===== src/rtl/lso_map.vh =====
/*
 * register offsets, field positions, reset values and timing counts of the
 * limit switch output controller.
 * assumes: included by its bare name from the design file; definitions only.
 */
`ifndef LSO_MAP_VH
`define LSO_MAP_VH

// byte offsets on the register bus (8-bit address)
`define LSO_ADDR_CTRL      8'h00
`define LSO_ADDR_ON_VALUE  8'h04
`define LSO_ADDR_OFF_VALUE 8'h08
`define LSO_ADDR_ON_DELAY  8'h0C
`define LSO_ADDR_OFF_DELAY 8'h10
`define LSO_ADDR_STATUS    8'h14
`define LSO_ADDR_INT_STAT  8'h18
`define LSO_ADDR_INT_CLR   8'h1C
`define LSO_ADDR_INT_EN    8'h20

// control register fields
`define LSO_CTRL_FUNC_LSB  0
`define LSO_CTRL_FUNC_MSB  2
`define LSO_CTRL_FAIL_LSB  3
`define LSO_CTRL_FAIL_MSB  4
`define LSO_CTRL_INV_BIT   5
`define LSO_CTRL_DIAG_LSB  6
`define LSO_CTRL_DIAG_MSB  7

// output function codes
`define LSO_FUNC_OFF       3'h0
`define LSO_FUNC_ON        3'h1
`define LSO_FUNC_DIAG      3'h2
`define LSO_FUNC_LIMIT     3'h3
`define LSO_FUNC_DIGITAL   3'h4

// failure mode codes
`define LSO_FAIL_ACTUAL    2'h0
`define LSO_FAIL_OPEN      2'h1
`define LSO_FAIL_CLOSED    2'h2

// diagnostic event class codes
`define LSO_DIAG_ALARM     2'h0
`define LSO_DIAG_ALM_WARN  2'h1
`define LSO_DIAG_WARNING   2'h2

// reset values
`define LSO_RST_FUNC       3'h0
`define LSO_RST_FAIL       2'h1
`define LSO_RST_INV        1'h0
`define LSO_RST_DIAG       2'h0
`define LSO_RST_VALUE      32'h00000000
`define LSO_RST_DELAY      11'h000

// delays are entered in tenths of a second, 0 to 1000 (0.0 to 100.0 s)
`define LSO_DELAY_MAX      11'h3E8
`define LSO_TICK_NS        100000000
`define LSO_CLK_PERIOD_NS  40
`define LSO_TICK_CYCLES    (`LSO_TICK_NS / `LSO_CLK_PERIOD_NS)

// interrupt status bits
`define LSO_INT_CLOSED     0
`define LSO_INT_OPENED     1
`define LSO_INT_ERROR      2

// bus responses
`define LSO_RESP_OKAY      2'h0
`define LSO_RESP_SLVERR    2'h2

`endif


===== src/rtl/lso_switch_output.v =====
/*
 * limit switch output controller: one open/closed output driven by a
 * function selection, a two-threshold float hysteresis with on/off delays,
 * a failure override and inversion; registers over AXI4-Lite.
 * assumes: measured value, error and event inputs come from logic on the
 * same clock; measured value and thresholds are IEEE-754 single floats.
 */
// Added by the designer: the AXI4-Lite register port and the address map.
`include "lso_map.vh"
`default_nettype none

module lso_switch_output #(
   parameter TICK_CYCLES = `LSO_TICK_CYCLES   // clocks per 0.1 s delay step
) (
   // clock and reset
   input  wire        clock,
   input  wire        arst_n,
   // register bus, AXI4-Lite slave
   input  wire [7:0]  s_axi_awaddr,
   input  wire        s_axi_awvalid,
   output wire        s_axi_awready,
   input  wire [31:0] s_axi_wdata,
   input  wire [3:0]  s_axi_wstrb,
   input  wire        s_axi_wvalid,
   output wire        s_axi_wready,
   output reg  [1:0]  s_axi_bresp,
   output reg         s_axi_bvalid,
   input  wire        s_axi_bready,
   input  wire [7:0]  s_axi_araddr,
   input  wire        s_axi_arvalid,
   output wire        s_axi_arready,
   output reg  [31:0] s_axi_rdata,
   output reg  [1:0]  s_axi_rresp,
   output reg         s_axi_rvalid,
   input  wire        s_axi_rready,
   // process inputs
   input  wire [31:0] measValue,
   input  wire        errorPresent,
   input  wire        alarmEvent,
   input  wire        warningEvent,
   input  wire        digitalIn,
   // outputs
   output reg         switchClosed,
   output wire        irq
);

   // turn a float into an unsigned key that orders like the value; -0 -> +0
   function [31:0] sortKey;
      input [31:0] f;
      begin
         if (f[30:0] == 31'h00000000)
            sortKey = 32'h80000000;
         else if (f[31])
            sortKey = ~f;
         else
            sortKey = f ^ 32'h80000000;
      end
   endfunction
   // merge written bytes into an old word under the byte strobes
   function [31:0] mergeBytes;
      input [31:0] oldWord;
      input [31:0] newWord;
      input [3:0]  strb;
      integer i;
      begin
         mergeBytes = oldWord;
         for (i = 0; i < 4; i = i + 1) begin
            if (strb[i])
               mergeBytes[i*8 +: 8] = newWord[i*8 +: 8];
         end
      end
   endfunction
   // clamp a written delay to 0..1000 tenths
   function [10:0] clampDelay;
      input [31:0] w;
      begin
         if (w > {21'h000000, `LSO_DELAY_MAX})
            clampDelay = `LSO_DELAY_MAX;
         else
            clampDelay = w[10:0];
      end
   endfunction
   localparam [22:0] TICK_LAST = TICK_CYCLES[22:0] - 23'h000001;   // last prescaler count
   reg  [1:0]  rstSync_reg;        // reset release synchroniser
   wire        rstN;               // synchronised reset, active low
   reg  [2:0]  funcSel_reg;        // output function
   reg  [1:0]  failMode_reg;       // state on error
   reg         invert_reg;         // output inversion
   reg  [1:0]  diagSel_reg;        // diagnostic event class
   reg  [31:0] onValue_reg;        // switch-on threshold
   reg  [31:0] offValue_reg;       // switch-off threshold
   reg  [10:0] onDelay_reg;        // switch-on delay, tenths of s
   reg  [10:0] offDelay_reg;       // switch-off delay, tenths of s
   reg         limitState_reg;     // limit comparator state, 1 = closed
   reg         pending_reg;        // delayed change under way
   reg         pendDir_reg;        // direction of pending change, 1 = close
   reg  [10:0] tenthsLeft_reg;     // remaining delay steps
   reg  [22:0] prescale_reg;       // cycles within one delay step
   reg  [2:0]  intStat_reg;        // sticky event bits
   reg  [2:0]  intEn_reg;          // event enables
   reg         errorPrev_reg;      // error level one cycle ago
   reg         awHeld_reg;         // write address taken
   reg  [7:0]  awAddr_reg;         // held write address
   reg         wHeld_reg;          // write data taken
   reg  [31:0] wData_reg;          // held write data
   reg  [3:0]  wStrb_reg;          // held byte strobes
   // comparison keys
   wire [31:0] measKey = sortKey(measValue);
   wire [31:0] onKey   = sortKey(onValue_reg);
   wire [31:0] offKey  = sortKey(offValue_reg);
   wire        onAbove = (onKey >= offKey);
   reg         closeCond;          // value asks for closed
   reg         openCond;           // value asks for open
   reg         diagHit;            // selected event class present
   reg         rawState;           // output before error and inversion
   reg         failState;          // output after error override
   wire        closeNow;           // final output state

   // reset release through two flip-flops
   always @(posedge clock or negedge arst_n) begin
      if (!arst_n)
         rstSync_reg <= 2'h0;
      else
         rstSync_reg <= {rstSync_reg[0], 1'b1};
   end
   assign rstN = rstSync_reg[1];

   // hysteresis comparison of the measured value
   always @* begin
      if (onAbove) begin
         closeCond = (measKey > onKey);
         openCond  = (measKey < offKey);
      end else begin
         closeCond = (measKey < onKey);
         openCond  = (measKey > offKey);
      end
   end

   // limit state with delayed switching; band holds, vanished cause cancels
   always @(posedge clock or negedge rstN) begin
      if (!rstN) begin
         limitState_reg <= 1'b1;   // normally closed
         pending_reg    <= 1'b0;
         pendDir_reg    <= 1'b0;
         tenthsLeft_reg <= `LSO_RST_DELAY;
         prescale_reg   <= 23'h000000;
      end else if ((closeCond && !limitState_reg) || (openCond && limitState_reg)) begin
         if (!pending_reg || pendDir_reg != closeCond) begin
            // new request: load the delay of its direction
            pending_reg    <= 1'b1;
            pendDir_reg    <= closeCond;
            tenthsLeft_reg <= closeCond ? onDelay_reg : offDelay_reg;
            prescale_reg   <= 23'h000000;
         end else if (tenthsLeft_reg == 11'h000) begin
            // delay expired: take the new state
            limitState_reg <= pendDir_reg;
            pending_reg    <= 1'b0;
         end else if (prescale_reg == TICK_LAST) begin
            prescale_reg   <= 23'h000000;
            tenthsLeft_reg <= tenthsLeft_reg - 11'h001;
         end else begin
            prescale_reg   <= prescale_reg + 23'h000001;
         end
      end else begin
         // in band or already there: hold and drop any pending change
         pending_reg  <= 1'b0;
         prescale_reg <= 23'h000000;
      end
   end

   // diagnostic class selection and function multiplexer
   always @* begin
      case (diagSel_reg)
         `LSO_DIAG_ALARM:    diagHit = alarmEvent;
         `LSO_DIAG_ALM_WARN: diagHit = alarmEvent | warningEvent;
         `LSO_DIAG_WARNING:  diagHit = warningEvent;
         default:            diagHit = alarmEvent;
      endcase
      case (funcSel_reg)
         `LSO_FUNC_OFF:     rawState = 1'b0;
         `LSO_FUNC_ON:      rawState = 1'b1;
         `LSO_FUNC_DIAG:    rawState = ~diagHit;
         `LSO_FUNC_LIMIT:   rawState = limitState_reg;
         `LSO_FUNC_DIGITAL: rawState = digitalIn;
         default:           rawState = 1'b0;
      endcase
      failState = rawState;
      if (errorPresent && (funcSel_reg == `LSO_FUNC_LIMIT
                           || funcSel_reg == `LSO_FUNC_DIGITAL)) begin
         case (failMode_reg)
            `LSO_FAIL_OPEN:   failState = 1'b0;
            `LSO_FAIL_CLOSED: failState = 1'b1;
            default:          failState = rawState;
         endcase
      end
   end

   // inversion; cleared invert passes the state straight through
   assign closeNow = failState ^ invert_reg;

   // registered output, events and sticky interrupt bits (set wins clear)
   wire       intClr   = awHeld_reg && wHeld_reg && !s_axi_bvalid
                         && awAddr_reg == `LSO_ADDR_INT_CLR;
   wire [2:0] intEvent = {errorPresent & ~errorPrev_reg,
                          switchClosed & ~closeNow,
                          ~switchClosed & closeNow};
   always @(posedge clock or negedge rstN) begin
      if (!rstN) begin
         switchClosed  <= 1'b0;
         errorPrev_reg <= 1'b0;
         intStat_reg   <= 3'h0;
      end else begin
         switchClosed  <= closeNow;
         errorPrev_reg <= errorPresent;
         intStat_reg   <= (intStat_reg & ~({3{intClr}} & wData_reg[2:0])) | intEvent;
      end
   end
   assign irq = |(intStat_reg & intEn_reg);

   // write channel: address and data taken in either order, one at a time
   assign s_axi_awready = !awHeld_reg && !s_axi_bvalid;
   assign s_axi_wready  = !wHeld_reg && !s_axi_bvalid;
   wire   doWrite       = awHeld_reg && wHeld_reg && !s_axi_bvalid;
   wire [31:0] ctrlWord = {24'h000000, diagSel_reg, invert_reg, failMode_reg, funcSel_reg};
   wire [31:0] ctrlNew  = mergeBytes(ctrlWord, wData_reg, wStrb_reg);

   always @(posedge clock or negedge rstN) begin
      if (!rstN) begin
         awHeld_reg   <= 1'b0;
         awAddr_reg   <= 8'h00;
         wHeld_reg    <= 1'b0;
         wData_reg    <= 32'h00000000;
         wStrb_reg    <= 4'h0;
         s_axi_bvalid <= 1'b0;
         s_axi_bresp  <= `LSO_RESP_OKAY;
         funcSel_reg  <= `LSO_RST_FUNC;
         failMode_reg <= `LSO_RST_FAIL;
         invert_reg   <= `LSO_RST_INV;
         diagSel_reg  <= `LSO_RST_DIAG;
         onValue_reg  <= `LSO_RST_VALUE;
         offValue_reg <= `LSO_RST_VALUE;
         onDelay_reg  <= `LSO_RST_DELAY;
         offDelay_reg <= `LSO_RST_DELAY;
         intEn_reg    <= 3'h0;
      end else begin
         if (s_axi_awvalid && s_axi_awready) begin
            awHeld_reg <= 1'b1;
            awAddr_reg <= s_axi_awaddr;
         end
         if (s_axi_wvalid && s_axi_wready) begin
            wHeld_reg <= 1'b1;
            wData_reg <= s_axi_wdata;
            wStrb_reg <= s_axi_wstrb;
         end
         if (doWrite) begin
            awHeld_reg   <= 1'b0;
            wHeld_reg    <= 1'b0;
            s_axi_bvalid <= 1'b1;
            s_axi_bresp  <= `LSO_RESP_OKAY;
            case (awAddr_reg)
               `LSO_ADDR_CTRL: begin
                  funcSel_reg  <= ctrlNew[`LSO_CTRL_FUNC_MSB:`LSO_CTRL_FUNC_LSB];
                  failMode_reg <= ctrlNew[`LSO_CTRL_FAIL_MSB:`LSO_CTRL_FAIL_LSB];
                  invert_reg   <= ctrlNew[`LSO_CTRL_INV_BIT];
                  diagSel_reg  <= ctrlNew[`LSO_CTRL_DIAG_MSB:`LSO_CTRL_DIAG_LSB];
               end
               `LSO_ADDR_ON_VALUE:
                  onValue_reg <= mergeBytes(onValue_reg, wData_reg, wStrb_reg);
               `LSO_ADDR_OFF_VALUE:
                  offValue_reg <= mergeBytes(offValue_reg, wData_reg, wStrb_reg);
               `LSO_ADDR_ON_DELAY:
                  onDelay_reg <= clampDelay(mergeBytes({21'h000000, onDelay_reg},
                                                       wData_reg, wStrb_reg));
               `LSO_ADDR_OFF_DELAY:
                  offDelay_reg <= clampDelay(mergeBytes({21'h000000, offDelay_reg},
                                                        wData_reg, wStrb_reg));
               `LSO_ADDR_INT_EN:
                  intEn_reg <= wStrb_reg[0] ? wData_reg[2:0] : intEn_reg;
               `LSO_ADDR_STATUS, `LSO_ADDR_INT_STAT, `LSO_ADDR_INT_CLR: ;
               default:
                  s_axi_bresp <= `LSO_RESP_SLVERR;   // unmapped address
            endcase
         end else if (s_axi_bvalid && s_axi_bready) begin
            s_axi_bvalid <= 1'b0;
         end
      end
   end

   // read channel: one read at a time, data registered
   assign s_axi_arready = !s_axi_rvalid;
   always @(posedge clock or negedge rstN) begin
      if (!rstN) begin
         s_axi_rvalid <= 1'b0;
         s_axi_rdata  <= 32'h00000000;
         s_axi_rresp  <= `LSO_RESP_OKAY;
      end else if (s_axi_arvalid && s_axi_arready) begin
         s_axi_rvalid <= 1'b1;
         s_axi_rresp  <= `LSO_RESP_OKAY;
         case (s_axi_araddr)
            `LSO_ADDR_CTRL:      s_axi_rdata <= ctrlWord;
            `LSO_ADDR_ON_VALUE:  s_axi_rdata <= onValue_reg;
            `LSO_ADDR_OFF_VALUE: s_axi_rdata <= offValue_reg;
            `LSO_ADDR_ON_DELAY:  s_axi_rdata <= {21'h000000, onDelay_reg};
            `LSO_ADDR_OFF_DELAY: s_axi_rdata <= {21'h000000, offDelay_reg};
            // present switch state, limit state, pending flag
            `LSO_ADDR_STATUS:    s_axi_rdata <= {29'h00000000, pending_reg,
                                                 limitState_reg, switchClosed};
            `LSO_ADDR_INT_STAT:  s_axi_rdata <= {29'h00000000, intStat_reg};
            `LSO_ADDR_INT_CLR:   s_axi_rdata <= 32'h00000000;
            `LSO_ADDR_INT_EN:    s_axi_rdata <= {29'h00000000, intEn_reg};
            default: begin
               s_axi_rdata <= 32'h00000000;
               s_axi_rresp <= `LSO_RESP_SLVERR;
            end
         endcase
      end else if (s_axi_rvalid && s_axi_rready) begin
         s_axi_rvalid <= 1'b0;
      end
   end

endmodule

`default_nettype wire


===== config.mk =====
export PLATFORM = sky130hd
export DESIGN_NAME = lso_switch_output
export DESIGN_NICKNAME = d
export VERILOG_FILES = /design/src/rtl/lso_switch_output.v
export VERILOG_INCLUDE_DIRS = /design/src /design/src/rtl
export SDC_FILE = /design/constraint.sdc
export NUM_CORES = 1
export LEC_CHECK = 0
export BUFFER_PORTS_ARGS = -buffer_cell sky130_fd_sc_hd__buf_2
export CAP_MARGIN = 0
export CORE_ASPECT_RATIO = 1.4
export CORE_MARGIN = 5
export CORE_UTILIZATION = 48
export CTS_BUF_LIST = sky130_fd_sc_hd__clkbuf_2 sky130_fd_sc_hd__clkbuf_4 sky130_fd_sc_hd__clkbuf_8
export CTS_CLUSTER_SIZE = 12
export DETAILED_ROUTE_END_ITERATION = 7
export PLACE_DENSITY = 0.72
export SETUP_SLACK_MARGIN = 0.05
export SLEW_MARGIN = 20
export SYNTH_ARGS = -nofsm -noshare
export SYNTH_HDL_FRONTEND = slang
export SYNTH_SLANG_ARGS = --single-unit

===== constraint.sdc =====
create_clock -name clock -period 8.13 [get_ports clock]
set_input_delay 2.439 -clock clock [delete_from_list [all_inputs] [get_ports clock]]
set_output_delay 2.439 -clock clock [all_outputs]
set_load 0.05 [all_outputs]

== After elaboration in Yosys (flattened, before gate mapping) ==
Index checks and enable logic that the tools add are counted.
W data, S select, Z words.

* Add/sub/neg operators: 2
* Order comparisons: 7
* Eq/ne operators: 29
* Mux-type cells: 58
* Bitwise logic cells: 21
* Reduce and logical (&&, ||, !) cells: 51

{| class="wikitable"
|+ Operators by type and width
! operator !! number
|-
| $pmux W32 S8 || 1
|-
| $mux W32 || 6
|-
| $mux W8 || 22
|-
| $not A32 Y32 || 3
|-
| $logic_not A31 Y1 || 3
|-
| $mux W23 || 4
|-
| $mux W11 || 6
|-
| $eq A8 B5 Y1 const B || 8
|-
| $gt A32 B10 Y1 const B || 2
|-
| $gt A32 B32 Y1 || 2
|-
| $lt A32 B32 Y1 || 2
|-
| $reduce_and A3 Y1 || 12
|-
| $eq A8 B4 Y1 const B || 4
|-
| $ge A32 B32 Y1 || 1
|-
| $add A23 B1 Y23 const B || 1
|-
| $eq A23 B22 Y1 const B || 1
|-
| $reduce_or A9 Y1 || 2
|-
| $eq A8 B3 Y1 const B || 2
|-
| $eq A8 B6 Y1 const B || 2
|-
| $logic_not A8 Y1 || 2
|-
| $mux W1 || 14
|-
| $logic_and A1 B1 Y1 || 13
|-
| $logic_not A11 Y1 || 1
|-
| $sub A11 B1 Y11 const B || 1
|-
| other kinds (24) || 53
|}

* Bits in registers: 225
* Input bits: 95
* Output and inout port bits: 43

== Depth between registers and ports, before layout ==
* Depth in word-level cells: 10
* Depth in mapped cells: 18
* Gate-level depth less buffers: 16

== Least setup slack after synthesis ==
No wires, ideal clock.

* Path kind: in2reg
* Start: input port measValue[0]
* End: register tenthsLeft_reg[1]
* Arrival time: 6.390 ns
* Data required time: 7.991 ns
* Path slack: 1.601 ns
* Stages on the path: 18
* Buffers on the path: 3
* Cells stage by stage: nor4_1 -> nand4_1 -> nor2_1 -> clkbuf_1 -> buf_1 -> nor2_1 -> ha_1 -> nand4_1 -> nor3_1 -> nand4_1 -> or4_1 -> a2111oi_0 -> or3_1 -> mux2_1 -> a21o_1 -> clkbuf_1 -> a21oi_1 -> o221ai_1

* Longest elaborated chain between the ends: 9
* Elaborated cells on any way between the ends: 20

{| class="wikitable"
|+ Ends and longest elaborated chain
! item !! RTL line !! text
|-
| from (decl) || lso_switch_output.v:37 || <nowiki>input wire [31:0] measValue,</nowiki>
|-
| parallel branches: the longest is 2 deep, another holds $logic_not A31 Y1 || n/a ||
|-
| $mux W32 * || lso_switch_output.v:51 || <nowiki>if (f[30:0] == 31'h00000000)</nowiki>
|-
| $lt A32 B32 Y1 or $gt A32 B32 Y1 (tied branches) || lso_switch_output.v:134, lso_switch_output.v:131 ||
|-
| $mux W1 || lso_switch_output.v:130 || <nowiki>if (onAbove) begin</nowiki>
|-
| $ne A1 B1 Y1 || lso_switch_output.v:148 || <nowiki>if (!pending_reg || pendDir_reg != closeCond) begin</nowiki>
|-
| $logic_or A1 B1 Y1 || lso_switch_output.v:148 ||
|-
| $ne A2 B2 Y1 (no line) or $reduce_bool A2 Y1 (tied branches) || n/a ||
|-
| $reduce_and A3 Y1 (no line) || n/a ||
|-
| to (signal assigned) || lso_switch_output.v:145 || <nowiki>tenthsLeft_reg <= `LSO_RST_DELAY;</nowiki>
|-
| to (signal assigned) || lso_switch_output.v:152 || <nowiki>tenthsLeft_reg <= closeCond ? onDelay_reg : offDelay_reg;</nowiki>
|-
| to (signal assigned) || lso_switch_output.v:160 || <nowiki>tenthsLeft_reg <= tenthsLeft_reg - 11'h001;</nowiki>
|-
| to (decl) || lso_switch_output.v:97 || <nowiki>reg [10:0] tenthsLeft_reg;</nowiki>
|}

Every way passes the cells marked *.
A chain may end at the register's enable or synchronous reset.

== Worst setup path after layout ==
* Start: input port measValue[19]
* End: register tenthsLeft_reg[2]

Same word-level chain as after synthesis.

==> flow_metrics.env <==
export IMPL_wl_per_cell_um=19.61
export IMPL_synth_edf_count=0
export IMPL_hpwl_um=29280
export IMPL_worstPathArrival_ps=7350
export IMPL_critPathKind="in -> reg"
export IMPL_clk_pin_slew_worst_paths_ps=60
export IMPL_nets=1766
export IMPL_async_flop_share=1.000
export IMPL_end_kind="register"
export IMPL_postRouteWirelength_um=38810
export IMPL_syn2layout_area_growth_pct=13.17
export IMPL_critPathRequiredTime_ps=8580
export IMPL_die_h_um=212.2
export IMPL_yosys_top_cells_area="dfrtp_1 39%, mux2_2 10%, ha_1 8.8%"
export IMPL_synthesis_area_mm2=0.01401
export IMPL_cts_resized=0
export IMPL_finalPower_mw=5.807
export IMPL_rows=74
export IMPL_grt_max_degree=163
export IMPL_cap_viol_max_count=0
export IMPL_critPathSlowestCell="or4_1"
export IMPL_io_pins=138
export IMPL_cts_root_buffer="clkbuf_8"
export IMPL_netlist_area_leader_share=0.3946
export IMPL_cpPeakStageDelay_ps=590
export IMPL_clk_latency_ps=560
export IMPL_dr_pass1_iters=6
export IMPL_mostFrequentLayoutCells="220 x dfrtp_1, 156 x nand2_1, 135 x buf_2"
export IMPL_design_area_mm2=0.01586
export IMPL_gp_congestion=0.9336
export IMPL_maxSlewViolCount=0
export IMPL_yosysSeqAreaShare=0.3984
export IMPL_drive_gt1_frac=0.2283
export IMPL_placed_cell_area_mm2=0.01505
export IMPL_crit_family="simple AND/OR/NAND/NOR gates"
export IMPL_syn_inst=1448
export IMPL_cts_tree="yes"
export IMPL_grt_total_usage=0.2346
export IMPL_start_util=0.4836
export IMPL_whs_ps=351.8
export IMPL_fp_dieW_um=154.4
export IMPL_final_hold_viol_count=0
export IMPL_fmax_ghz=0.1450
export IMPL_crit_chain="buf_2 -> nor4_1 -> nand4_1 -> nor2_1 -> buf_4 -> nor2_1 -> ha_1 -> nand4_1 -> nor3_1 -> nand4_1 -> or4_1 -> a2111oi_0 -> or3_1 -> mux2_1 -> a21oi_2 -> buf_4 -> nand2_1 -> o221ai_1"
export IMPL_grt_pass1_wl_um=62930
export IMPL_drc=0
export IMPL_diodes=0
export IMPL_cts_setup_buffers=0
export IMPL_io_buffers=135
export IMPL_critPathMostFrequentCell="nand4_1"
export IMPL_skew_ps=28.47
export IMPL_cts_made_buffers=36
export IMPL_hold_path_class="reg -> reg"
export IMPL_final_util=0.5472
export IMPL_grt_pass1_vias=12030
export IMPL_fp_coreArea_mm2=0.02898
export IMPL_yosys_warnings=0
export IMPL_powerDensity_mw_per_mm2=366.2
export IMPL_ys_ff_latch=223
export IMPL_finalCriticalPeriod_ps=6898
export IMPL_path_buf_inv=3
export IMPL_viasPerCell=5.967
export IMPL_synthFlopType="dfrtp_1"
export IMPL_syn_area_per_cell_um2=9.678
export IMPL_yosys_cell_types_count=73
export IMPL_status="completed"
export IMPL_overflow=0
export IMPL_p_leak_nw=7.719
export IMPL_max_slew_worst_pin_slew_ps=932.5
export IMPL_finalSetupTns_ps=0
export IMPL_nFillCells=2575
export IMPL_rsz0062_at_grt="false"
export IMPL_via_count=11810
export IMPL_relSlewSlack=0.3783
export IMPL_antenna_found_initial=0
export IMPL_setup_viol=0
export IMPL_synth_top_cell_by_area="dfrtp_1"
export IMPL_drt_initial_drc_count=935
export IMPL_period_share=0.8484
export IMPL_hold_buffers=0
export IMPL_mostFrequentLayoutCell="dfrtp_1"
export IMPL_cts_buffer_depth=3
export IMPL_drtAntennaViolNets=0
export IMPL_h_tree_depth=2
export IMPL_die_area_mm2=0.03276
export IMPL_critPathMaxFanout=29
export IMPL_clock_sinks=223
export IMPL_cp_start_kind="input pin"
export IMPL_peakVddDrop_mv=0.4386
==> Yosys cell counts (6+ instances only) <==
master,number
and3_1,14
o22a_1,10
a22oi_1,28
a32oi_1,9
xnor2_1,29
dfrtp_1,221
nand4_1,24
a31oi_1,8
clkbuf_1,52
o31ai_1,6
o21ai_0,94
nor2b_1,9
mux2_2,129
buf_1,8
nand2_1,156
or3_1,10
mux2i_1,19
nor3_1,15
nor2_1,108
a21o_1,13
xor2_1,68
a22o_1,10
nand3b_1,7
inv_1,56
or4_1,7
and4_1,7
nand2b_1,11
nand3_1,23
a21oi_1,58
a211oi_1,11
ha_1,99
and2_1,13
nor4_1,37
==> per-stage QoR <==
stage	setup slack [ps]	std cells
after floorplan	1459	1449
after global placement	718.1	1914
after detailed placement	667.1	1914
after CTS	1240	1979
after global routing	790.8	1979
final	1232	1979
==> path summary, 6_finish.rpt <==
kind,from,endpoint,slack (ps),cells after the start
min in group asynchronous,rstSync_reg[1],wData_reg[30],410,0
worst min register to register,rstSync_reg[0],rstSync_reg[1],350,0
max in group asynchronous,rstSync_reg[1],prescale_reg[11],6320,1
worst max-delay path,measValue[19],tenthsLeft_reg[2],1230,18
worst min-delay path,rstSync_reg[0],rstSync_reg[1],350,0
worst max register to register,onValue_reg[4],tenthsLeft_reg[2],2140,16
==> worst reg2reg max path: stages, from the launching register on <==
cell and delay, ps:
dfrtp_1 440, or4_1 590, nor4_2 270, nand4_2 740
and2_1 500, ha_1 310, nand4_1 150, nor4_1 500
buf_4 210, nand4_1 100, nor4_1 240, a211oi_2 130
or3_4 430, a21oi_2 120, buf_4 260, nand2_1 520
o221ai_1 360
==> power breakdown <==
part	total [mW]	leakage [nW]	internal, mW	switching (mW)
Clock	1.07	0.429	0.617	0.456
Sequential	1.72	2.94	1.36	0.357
Combinational	3.02	4.35	1.18	1.83
Total	5.81	7.72	3.16	2.65
==> cell families after synthesis <==
group           synth area share
other cells            0.0005359
flops                     0.3984
compound gates            0.1363
fa+ha+maj                0.08839
xor+xnor                 0.06062
buf+inv                  0.03437
mux                       0.1221
simple gates              0.1593
==> layer usage <==
layer / global-route usage / routed length [um] / vias up
met2: 0.3916 / 18310 / 438
met1: 0.3061 / 16710 / 5774
met4: 0.09537 / 1487 / 0
li1: - / - / 5492
met3: 0.03726 / 2309 / 105
met5: 0 / 0 / -
==> layout make-up <==
cell class,instances,area [um2],area share
Inverter,56,210.2,0.01325
Multi-Input combinational cell,1103,7964,0.5022
Clock buffer,55,700.7,0.04418
Clock inverter,10,106.4,0.006706
Sequential cell,223,5587,0.3523
Timing Repair Buffer,152,815.8,0.05144
Tap cell,380,475.5,0.02998
Power figures use the tool's default switching activity.
